File: config.mk
export PLATFORM = sky130hd
export DESIGN_NAME = bpos_steer
export DESIGN_NICKNAME = d
export VERILOG_FILES = /design/src/rtl/bpos_steer.v /design/src/rtl/bpos_prescale.v
export VERILOG_INCLUDE_DIRS = /design/src /design/src/rtl
export SDC_FILE = /design/constraint.sdc
export NUM_CORES = 1
export LEC_CHECK = 0
export ABC_AREA = 1
export BUFFER_PORTS_ARGS = -buffer_cell sky130_fd_sc_hd__buf_2
export CORE_ASPECT_RATIO = 1.2
export CORE_UTILIZATION = 35
export DETAILED_ROUTE_END_ITERATION = 8
export SETUP_SLACK_MARGIN = 0.3
export SLEW_MARGIN = 10
export SYNTH_ARGS = -nofsm -noshare
export SYNTH_HDL_FRONTEND = slang
export SYNTH_SLANG_ARGS = --single-unit
export TNS_END_PERCENT = 30
File: constraint.sdc
create_clock -name i_clock -period 1.47 [get_ports i_clock]
set_input_delay 0.294 -clock i_clock [delete_from_list [all_inputs] [get_ports i_clock]]
set_output_delay 0.294 -clock i_clock [all_outputs]
set_load 0.005 [all_outputs]
File: src/rtl/bpos_map.vh
`ifndef BPOS_MAP_VH
`define BPOS_MAP_VH

// ************************************************************
// register offsets
// ************************************************************
`define BPOS_ADDR_CTRL 4'h0
`define BPOS_ADDR_DELAY 4'h1
`define BPOS_ADDR_PERIOD 4'h2
`define BPOS_ADDR_DUTY 4'h3
`define BPOS_ADDR_STATUS 4'h4

// ************************************************************
// control field positions
// ************************************************************
`define BPOS_CTRL_ENABLE 0
`define BPOS_CTRL_POL 1
`define BPOS_CTRL_CFG_LO 2
`define BPOS_CTRL_CFG_HI 3
`define BPOS_CTRL_PS_LO 4
`define BPOS_CTRL_PS_HI 5

// ************************************************************
// output configuration codes
// ************************************************************
`define BPOS_CFG_SINGLE 2'h0
`define BPOS_CFG_FWD 2'h1
`define BPOS_CFG_HALF 2'h2
`define BPOS_CFG_REV 2'h3

// ************************************************************
// reset values and timing
// ************************************************************
`define BPOS_CTRL_RST 8'h00
`define BPOS_DELAY_RST 7'h00
`define BPOS_PERIOD_RST 8'hFF
`define BPOS_DUTY_RST 10'h000
`define BPOS_TOSC_PER_CYCLE 4
`define BPOS_CLK_PER_TOSC 1

`endif

File: src/rtl/bpos_steer.v
// The strobed register port and the register addresses were left to the implementer.
`timescale 1ns/1ns
`include "bpos_map.vh"

// Notes on behaviour
// - half-bridge drives pwm on a, complement b
// - seven-bit count delays activation, instruction cycles
// - delay beyond active time keeps output inactive
// - delay only on inactive-to-active edges
// - full-bridge uses four outputs, two active
// - forward: a active, d modulated, b c off
// - reverse: c active, b modulated, a d off
// - new direction applies from next pwm cycle
// - swap actives one timer tick before period
// - modulated outputs inactive until next period
// - prescale 1, 4 or 16 from select field
// - full-bridge applies no dead-band delay
// - two-bit field picks one of four arrangements
// - period ends tick after timer equals limit
// - duty, config field and polarity double-buffered; delay at duty or period
// - polarity selects active level of all outputs
module bpos_steer #(
    parameter CLK_PER_TOSC = `BPOS_CLK_PER_TOSC
) (
    // clock and reset
    input wire i_clock,
    input wire i_sys_rst,
    // register port
    input wire [3:0] i_addr,
    input wire [9:0] i_wdata,
    input wire i_wr,
    input wire i_rd,
    output reg [9:0] o_rdata,
    // bridge outputs
    output reg o_bridge_out_a,
    output reg o_bridge_out_b,
    output reg o_bridge_out_c,
    output reg o_bridge_out_d,
    // timing status
    output reg o_period_start
);

    // ************************************************************
    // software registers
    // ************************************************************
    reg [7:0] pwm_control_reg;
    reg [6:0] deadband_delay_reg;
    reg [7:0] period_limit_reg;
    reg [9:0] duty_reg;

    always @(posedge i_clock) begin
        if (i_sys_rst) begin
            pwm_control_reg <= `BPOS_CTRL_RST;
            deadband_delay_reg <= `BPOS_DELAY_RST;
            period_limit_reg <= `BPOS_PERIOD_RST;
            duty_reg <= `BPOS_DUTY_RST;
        end else if (i_wr) begin
            if (i_addr == `BPOS_ADDR_CTRL) begin
                pwm_control_reg <= i_wdata[7:0];
            end else if (i_addr == `BPOS_ADDR_DELAY) begin
                deadband_delay_reg <= i_wdata[6:0];
            end else if (i_addr == `BPOS_ADDR_PERIOD) begin
                period_limit_reg <= i_wdata[7:0];
            end else if (i_addr == `BPOS_ADDR_DUTY) begin
                duty_reg <= i_wdata;
            end
        end
    end

    wire enable = pwm_control_reg[`BPOS_CTRL_ENABLE];

    // ************************************************************
    // prescaled timer ticks
    // ************************************************************
    wire tosc_tick;
    wire timer_tick;

    bpos_prescale #(
        .CLK_PER_TOSC(CLK_PER_TOSC)
    ) u_prescale (
        .i_clock(i_clock),
        .i_sys_rst(i_sys_rst),
        .i_run(enable),
        .i_ps_sel(pwm_control_reg[`BPOS_CTRL_PS_HI:`BPOS_CTRL_PS_LO]),
        .o_tosc_tick(tosc_tick),
        .o_timer_tick(timer_tick)
    );

    // ************************************************************
    // period timer and double buffers
    // ************************************************************
    reg [7:0] period_timer_count;
    reg [1:0] q_phase;
    reg [9:0] duty_act;
    reg [1:0] output_config_field;
    reg pol_low;
    reg [6:0] deadband_count;
    reg loaded;
    reg swapped;

    // full 10-bit time base: timer count and two tosc phase bits
    wire [9:0] fine_time = {period_timer_count, q_phase};
    wire at_limit = (period_timer_count == period_limit_reg);
    wire period_end = timer_tick && at_limit;
    wire [1:0] cfg_req =
        pwm_control_reg[`BPOS_CTRL_CFG_HI:`BPOS_CTRL_CFG_LO];
    // full-bridge codes share their low bit; direction sits above it
    function is_full_bridge;
        input [1:0] cfg;
        begin
            is_full_bridge = cfg[0];
        end
    endfunction

    wire full_now = is_full_bridge(output_config_field);
    wire dir_change = full_now && is_full_bridge(cfg_req) &&
        (cfg_req[1] != output_config_field[1]);
    // last timer tick of the period: the swap window begins
    wire last_tick = timer_tick &&
        (period_timer_count == period_limit_reg - 8'h01);
    wire duty_hit = (fine_time >= duty_act);

    always @(posedge i_clock) begin
        if (i_sys_rst || !enable) begin
            period_timer_count <= 8'h00;
            q_phase <= 2'h0;
            duty_act <= `BPOS_DUTY_RST;
            output_config_field <= `BPOS_CFG_SINGLE;
            pol_low <= 1'b0;
            deadband_count <= `BPOS_DELAY_RST;
            loaded <= 1'b0;
            swapped <= 1'b0;
            o_period_start <= 1'b0;
        end else begin
            o_period_start <= period_end;
            if (tosc_tick) begin
                q_phase <= q_phase + 2'h1;
            end
            if (period_end) begin
                period_timer_count <= 8'h00;
                q_phase <= 2'h0;
                duty_act <= duty_reg;
                output_config_field <= cfg_req;
                pol_low <= pwm_control_reg[`BPOS_CTRL_POL];
                deadband_count <= deadband_delay_reg;
                loaded <= 1'b1;
                swapped <= 1'b0;
            end else if (timer_tick) begin
                period_timer_count <= period_timer_count + 8'h01;
                if (last_tick && dir_change) begin
                    swapped <= 1'b1;
                end
            end
            if (!period_end && loaded && duty_hit) begin
                deadband_count <= deadband_delay_reg;
            end
        end
    end

    // ************************************************************
    // modulated signal and dead-band
    // ************************************************************
    reg pwm_raw;
    // dead-band is counted in tosc ticks, four to an instruction cycle
    wire [8:0] dly_limit = {deadband_count, 2'h0};
    wire [1:0] leg_want = {!pwm_raw, pwm_raw};
    wire [1:0] leg_on;

    // set one clock after the boundary, as the clear lands one clock
    // after its match: the high time is then exactly the duty value
    always @(posedge i_clock) begin
        if (i_sys_rst || !enable) begin
            pwm_raw <= 1'b0;
        end else if (o_period_start) begin
            pwm_raw <= (duty_act != 10'h000);
        end else if (duty_hit && tosc_tick) begin
            pwm_raw <= 1'b0;
        end
    end

    // each leg counts from the clock it turns wanted, so turn-off is
    // immediate and only turn-on waits; a phase-aligned cycle tick
    // would cut the first instruction cycle of the delay short
    genvar leg;
    generate
        for (leg = 0; leg < 2; leg = leg + 1) begin : g_leg
            reg [8:0] dly;

            always @(posedge i_clock) begin
                if (i_sys_rst || !enable) begin
                    dly <= 9'h000;
                end else if (!leg_want[leg]) begin
                    dly <= 9'h000;
                end else if (tosc_tick && (dly < dly_limit)) begin
                    dly <= dly + 9'h001;
                end
            end

            // a count beyond the active time never completes: stays off
            assign leg_on[leg] = leg_want[leg] &&
                (dly >= dly_limit);
        end
    endgenerate

    wire half_a = leg_on[0];
    wire half_b = leg_on[1] && loaded;

    // ************************************************************
    // steering
    // ************************************************************
    reg next_a;
    reg next_b;
    reg next_c;
    reg next_d;

    always @* begin
        next_a = 1'b0;
        next_b = 1'b0;
        next_c = 1'b0;
        next_d = 1'b0;
        if (loaded) begin
            case (output_config_field)
                `BPOS_CFG_SINGLE: begin
                    next_a = pwm_raw;
                end
                `BPOS_CFG_HALF: begin
                    next_a = half_a;
                    next_b = half_b;
                end
                `BPOS_CFG_FWD: begin
                    // no dead-band in either full-bridge direction
                    next_a = !swapped;
                    next_c = swapped;
                    next_d = pwm_raw && !swapped;
                end
                default: begin
                    next_c = !swapped;
                    next_a = swapped;
                    next_b = pwm_raw && !swapped;
                end
            endcase
        end
    end

    always @(posedge i_clock) begin
        if (i_sys_rst) begin
            o_bridge_out_a <= 1'b0;
            o_bridge_out_b <= 1'b0;
            o_bridge_out_c <= 1'b0;
            o_bridge_out_d <= 1'b0;
        end else begin
            o_bridge_out_a <= next_a ^ pol_low;
            o_bridge_out_b <= next_b ^ pol_low;
            o_bridge_out_c <= next_c ^ pol_low;
            o_bridge_out_d <= next_d ^ pol_low;
        end
    end

    // ************************************************************
    // register read
    // ************************************************************
    always @(posedge i_clock) begin
        if (i_sys_rst) begin
            o_rdata <= 10'h000;
        end else if (i_rd) begin
            if (i_addr == `BPOS_ADDR_CTRL) begin
                o_rdata <= {2'h0, pwm_control_reg};
            end else if (i_addr == `BPOS_ADDR_DELAY) begin
                o_rdata <= {3'h0, deadband_delay_reg};
            end else if (i_addr == `BPOS_ADDR_PERIOD) begin
                o_rdata <= {2'h0, period_limit_reg};
            end else if (i_addr == `BPOS_ADDR_DUTY) begin
                o_rdata <= duty_reg;
            end else if (i_addr == `BPOS_ADDR_STATUS) begin
                o_rdata <= {swapped, loaded, period_timer_count};
            end else begin
                o_rdata <= 10'h000;
            end
        end else begin
            o_rdata <= 10'h000;
        end
    end

endmodule

File: src/rtl/bpos_prescale.v
`timescale 1ns/1ns

// ************************************************************
// timer tick divider: 4 tosc times prescale 1, 4 or 16
// ************************************************************
module bpos_prescale #(
    parameter CLK_PER_TOSC = 1
) (
    // clock and reset
    input wire i_clock,
    input wire i_sys_rst,
    // control
    input wire i_run,
    input wire [1:0] i_ps_sel,
    // enables
    output reg o_tosc_tick,
    output reg o_timer_tick
);

    // 4 tosc x 16 x clocks per tosc fits easily in 16 bits
    reg [15:0] tosc_cnt;
    reg [5:0] q_cnt;
    reg [5:0] q_last;

    // last tosc count, cut to the counter width on purpose
    localparam integer TOSC_LAST_I = CLK_PER_TOSC - 1;
    localparam [15:0] TOSC_LAST = TOSC_LAST_I[15:0];

    always @* begin
        if (i_ps_sel == 2'h0) begin
            q_last = 6'h03;
        end else if (i_ps_sel == 2'h1) begin
            q_last = 6'h0F;
        end else begin
            q_last = 6'h3F;
        end
    end

    always @(posedge i_clock) begin
        if (i_sys_rst || !i_run) begin
            tosc_cnt <= 16'h0000;
            q_cnt <= 6'h00;
            o_tosc_tick <= 1'b0;
            o_timer_tick <= 1'b0;
        end else begin
            o_timer_tick <= 1'b0;
            if (tosc_cnt == TOSC_LAST) begin
                tosc_cnt <= 16'h0000;
                o_tosc_tick <= 1'b1;
                if (q_cnt >= q_last) begin
                    q_cnt <= 6'h00;
                    o_timer_tick <= 1'b1;
                end else begin
                    q_cnt <= q_cnt + 6'h01;
                end
            end else begin
                tosc_cnt <= tosc_cnt + 16'h0001;
                o_tosc_tick <= 1'b0;
            end
        end
    end

endmodule

After elaboration in Yosys (flattened, before gate mapping)
Index checks and enable logic that the tools add are counted.
{"block": "totals", "regBits": 123, "out_inout_bits": 15, "wordCells": 121}
{"block": "classes", "add_sub_neg": 7, "n_lt_le_gt_ge": 6, "n_eq_ne": 10, "mux": 22, "bitwise_logic": 10, "reduce_logical": 40}
{"cell": "2-to-1 mux 8 bit", "count": 3}
{"cell": "2-to-1 mux 10 bit", "count": 2}
{"cell": "adder 9 x 1 -> 9 bit (second input constant)", "count": 2}
{"cell": ">= comparator 9 bit", "count": 2}
{"cell": "< comparator 9 bit", "count": 2}
{"cell": "2-to-1 mux 6 bit", "count": 3}
{"cell": "adder 16 x 1 -> 16 bit (second input constant)", "count": 1}
{"cell": "equality test 8 bit", "count": 2}
{"cell": "zero test 16 bit", "count": 1}
{"cell": "OR reduction 2 bit", "count": 8}
{"cell": "logical AND 1 bit", "count": 14}
{"cell": "2-to-1 mux 7 bit", "count": 2}
{"cell": ">= comparator 10 bit", "count": 1}
{"cell": "nonzero test 10 bit", "count": 1}
{"cell": "2-to-1 mux 1 bit", "count": 9}
{"cell": "adder 8 x 1 -> 8 bit (second input constant)", "count": 1}
{"cell": "equality test 4 x 2 -> 1 bit (second input constant)", "count": 2}
{"cell": "subtractor 8 x 1 -> 8 bit (second input constant)", "count": 1}
{"cell": "adder 6 x 1 -> 6 bit (second input constant)", "count": 1}
{"cell": ">= comparator 6 bit", "count": 1}
{"cell": "inverter 1 bit", "count": 6}
{"cell": "AND reduction 5 bit", "count": 1}
{"cell": "OR reduction 5 bit", "count": 1}
{"cell": "equality test 2 x 1 -> 1 bit (second input constant)", "count": 2}
{"cell": "16 further kinds", "count": 26}

Depth between registers and ports, before layout
{"block": "logic_depth", "word_depth": 6, "depth_mapped": 13, "mapped_depth_nobuf": 13}

Hierarchy
From an unflattened synthesis, not the netlist that was laid out.
{"block": "unflattened", "hier_cells": 892, "area_unflattened_um2": 6379.9}
{"mod": "bpos_steer", "n_inst": 1, "cells_per_inst": 706, "area_per_inst_um2": 5082.4, "seq_area_each_um2": 1981.9}
{"mod": "bpos_prescale", "n_inst": 1, "cells_per_inst": 186, "area_per_inst_um2": 1297.5, "seq_area_each_um2": 480.5}

Least setup slack after synthesis
No wires, ideal clock.
{"block": "synth_path", "kind": "register to register", "start": "register deadband_count[6]", "end": "register g_leg[0].dly[2]", "setup_time_ns": 0.126, "arrival_ns": 1.465, "slack_ns": -0.121, "stages_incl_launch_ff": 11, "path_buffers": 0, "synth_period_minus_slack_ns": 1.591, "path_cell_list": "dfxtp_1 inv_1 ha_1 nand2_1 inv_1 a21oi_1 nand2_1 nor2_4 inv_2 o21ai_0 a21oi_1"}
{"block": "synth_between", "elab_chain_cells": 2}
{"item": "from (decl)", "line_no": "bpos_steer.v:97", "source": "reg [6:0] deadband_count;"}
{"item": "from (signal assigned)", "line_no": "bpos_steer.v:130", "source": "deadband_count <= `BPOS_DELAY_RST;"}
{"item": "from (signal assigned)", "line_no": "bpos_steer.v:145", "source": "deadband_count <= deadband_delay_reg;"}
{"item": "from (signal assigned)", "line_no": "bpos_steer.v:155", "source": "deadband_count <= deadband_delay_reg;"}
{"item": "< comparator 9 bit", "line_no": "bpos_steer.v:194", "source": "end else if (tosc_tick && (dly < dly_limit)) begin"}
{"item": "logical AND 1 bit", "line_no": "bpos_steer.v:194"}
{"item": "to (signal assigned)", "line_no": "bpos_steer.v:195", "source": "dly <= dly + 9'h001;"}
{"item": "to (decl)", "line_no": "bpos_steer.v:187", "source": "reg [8:0] dly;"}
Every way passes these cells.
A chain may end at the register's enable or synchronous reset.

Worst setup path in the final report
{"block": "layout_path", "start": "register deadband_count[5]", "end": "register g_leg[0].dly[5]"}
Same word-level chain as after synthesis.

==> impl_results.md <==
- Tot Pwr: 7.91 mW
- Prevailing post-synth register cell: dfxtp_1
- Routed WL: 18.6 mm
- Yosys cell types: 42
- Worst path buffer plus inverter count: 3
- First-pass DRT Iterations: 7
- Max-slew violations: 0
- Largest net degree at the start of global routing: 26
- Design area: 9530 um2
- Place WS: -0.207 ns
- Area grow syn2layout: 48.8%
- Layout cells sized above 1: 41.1%
- # hold bufs at CTS: 0
- Path depth of the worst reg2reg path: 11
- Vert. Die Dim: 150 um
- Hold path cells: 3
- PnR worst setup slack: -0.263 ns
- R2R Setup Slk: -0.26 ns
- Ant. Diodes: 0
- Outcome: complete, but fails checks
- IO Port Bufs: 32
- Final setup fails: 53
- Delay-heaviest family, CP: simple AND/OR/NAND/NOR gates
- Clock Latency Late Sink: 0.43 ns
- Post-Syn Area: 6410 um2
- Cell Area, Placed: 7850 um2
- Fin crit period: 1.73 ns
- DRC: 2
- Largest register FFs: 18
- Cell Pwr Density: 830 nW/um2
- Gr usage total: 20.4%
- Vias in the first global route: 6,188
- DR vias/cell: 4.91
- Least-Margin Pin Slew: 0.408 ns
- Most flops, register: g_leg.dly
- Worst path slowest cell: dfxtp_2
- Final TNS setup: -6.42 ns
- Ys async rst share: 0%
- Clk buf depth: 2
- Max-slew headroom: 72.8%
- Gp weighted congestion: 0.867
- Clock Skew: 0.00624 ns
- Wirelength per Cell: 14.3 um
- Nets: 1,128
- Number of flops mapped to enable cells by yosys: 0
- Row count: 53
- Ports: 33
- Initial antenna violation count: 0
- Crit path DAT: 2.04 ns
- Initial core utilization: 36.2%
- Hpwl dp: 13.3 mm
- Synth Register Bits: 123
- Routed Antenna Nets: 0
- Lkg Pwr: 4.02 nW
- Hold Path Origin: i_wdata[7]
- Synth warn: 0
- Via Count: 6,406
- Placeable Area: 17,700 um2
- CTS Sinks: 123
- TritonCTS clock tree: yes
- Fin crit share: 118%
- Clock transition at the registers of the reported paths: 0.06 ns
- Die width: 126 um
- CTS Buf Count: 17
- Post-synthesis net count: 960
- Total grt overflow: 0
- Clk root buf: clkbuf_16
- First-pass GRT wire length: 30.0 mm
- # H-tree levels: 4
- Crit path kind: reg -> reg
- Failing checks: design-rule violations, negative setup slack
- Reg2reg start: deadband_count[5]
- Startpoint Class: register
- RSZ-0062 raised after global routing: true
- Fmax: 577 MHz
- Syn Area/Cell: 7.08 um2
- Sequential share of the synthesized area: 38.4%
- Peak supply drop: 719 uV
- CP peak stage delay: 0.35 ns
- Worst-path cell chain: inv_4 > ha_4 > nand2_4 > inv_2 > a21oi_2 > nand2_2 > nor2_4 > buf_6 > nand2_4 > o21ai_2 > a21oi_2
- WP data required: 1.77 ns
- Final hold vios: 0
- CP Capture Type: register
- Cell count after synthesis: 905
- Max-cap viol count: 0
- Starting DRC count in detailed routing: 299
- Die area: 18,900 um2
- Largest registers: g_leg.dly (18), u_prescale.tosc_cnt (16)
- Final core occ: 53.8%
- Worst r2r dst: g_leg[0].dly[5]
- Crit path max fanout: 5
- WHS Endpoint: period_limit_reg[7]
- HP Class: in -> reg
[power by group]
group / leakage (nW) / total [mW] / internal (mW) / switching (mW)
Combinational: 2.73 / 0.267 / 0.109 / 0.158
Sequential: 1.01 / 3.37 / 3.35 / 0.0213
Clock: 0.279 / 4.28 / 2.70 / 1.58
Total: 4.02 / 7.91 / 6.15 / 1.76
[per-layer routing]
layer  global-route usage, %  routed length, um  up-vias
met1                    25.2               8560     2962
li1                        -                  -     3281
met4                    8.84                408        0
met2                    34.7               8970      129
met5                       0                  0        -
met3                    3.73                684       34
[how the worst max path moves through the flow]
stage / from / end / cells past startpoint
finish: deadband_count[5] / g_leg[0].dly[5] / 11
global route: deadband_count[2] / g_leg[0].dly[6] / 11
CTS: duty_act[3] / deadband_count[2] / 13
detailed placement: duty_act[7] / deadband_count[5] / 11
global placement: deadband_count[5] / g_leg[1].dly[3] / 10
floorplan: deadband_count[4] / g_leg[0].dly[6] / 11
[cells in the mapped netlist (2+ instances only)]
| cell type | n | area (um2) |
|---|---|---|
| o21ai_0 | 38 | 190 |
| o21ai_2 | 7 | 61.3 |
| nand4_1 | 22 | 138 |
| nor3_1 | 14 | 70.1 |
| nand3_1 | 60 | 300 |
| nor2_1 | 82 | 308 |
| o22ai_1 | 4 | 25.0 |
| nor2_4 | 3 | 33.8 |
| buf_4 | 2 | 15.0 |
| nand2_1 | 221 | 830 |
| clkbuf_1 | 5 | 18.8 |
| buf_2 | 10 | 50.1 |
| buf_6 | 3 | 33.8 |
| dfxtp_1 | 123 | 2460 |
| nor4_1 | 3 | 18.8 |
| xnor2_1 | 7 | 61.3 |
| o2111ai_1 | 2 | 17.5 |
| a21oi_1 | 81 | 405 |
| inv_2 | 6 | 22.5 |
| o211ai_1 | 9 | 67.6 |
| nor3b_2 | 2 | 25.0 |
| o31ai_1 | 2 | 15.0 |
| inv_1 | 127 | 477 |
| nand2_2 | 2 | 12.5 |
| xor2_1 | 11 | 96.3 |
| ha_1 | 37 | 463 |
| nor3b_1 | 3 | 22.5 |
| nor2_2 | 4 | 25.0 |
| nand3b_1 | 2 | 15.0 |
[worst reg2reg max path: stages (launching register included)]
cell and delay (ns):
dfxtp_2 0.35, inv_4 0.06, ha_4 0.22, nand2_4 0.07, inv_2 0.04, a21oi_2 0.16, nand2_2 0.08, nor2_4 0.22
buf_6 0.16, nand2_4 0.05, o21ai_2 0.15, a21oi_2 0.07
[through the flow]
stage	hold slack [ns]	std cells
2_1_floorplan	0.363	905
3_3_place_gp	0.443	1252
3_5_place_dp	0.443	1252
4_1_cts	0.120	1295
5_1_grt	0.129	1305
6_report	0.122	1305
[layout make-up]
| class | instances | area (um2) |
|---|---|---|
| timing repair buffer | 170 | 1380 |
| multi-input combinational | 628 | 4230 |
| clock inverter | 10 | 144 |
| tap | 220 | 275 |
| fill | 1592 | 8170 |
| inverter | 133 | 529 |
| sequential | 123 | 2530 |
| clock buffer | 21 | 450 |
[cells by family (layout without fill, tap and decap cells)]
family,Yosys count,in the layout,synth area share [%]
compound gates,149,149,12.9
mux,1,1,0.156
fa+ha+maj,37,37,7.23
simple gates,422,422,28.9
buf+inv,154,334,9.71
flops,123,123,38.4
xor+xnor,19,19,2.71
[cell usage in the layout (no fill, tap or decap), types with 11 or more instances in the layout]
cell type and instances:
a21oi_1 59, a21oi_2 22, buf_2 27, buf_4 117, buf_6 19, clkbuf_16 18, dfxtp_1 84, dfxtp_2 33
ha_1 15, ha_4 22, inv_1 97, inv_2 25, nand2_1 167, nand2_2 37, nand2_4 18, nand3_1 49
nand4_1 22, nor2_1 63, nor2_2 14, nor2_4 12, nor3_1 11, o21ai_0 21, o21ai_2 18, xor2_1 11
[repair_timing]
item,4_1_cts,5_1_grt
resized for setup,143,112
endpoints found under the setup margin,83,100
buffers inserted,10,10
gates cloned,2,0
pin swaps,59,58
Note: power is estimated with default switching activity, not from simulation.
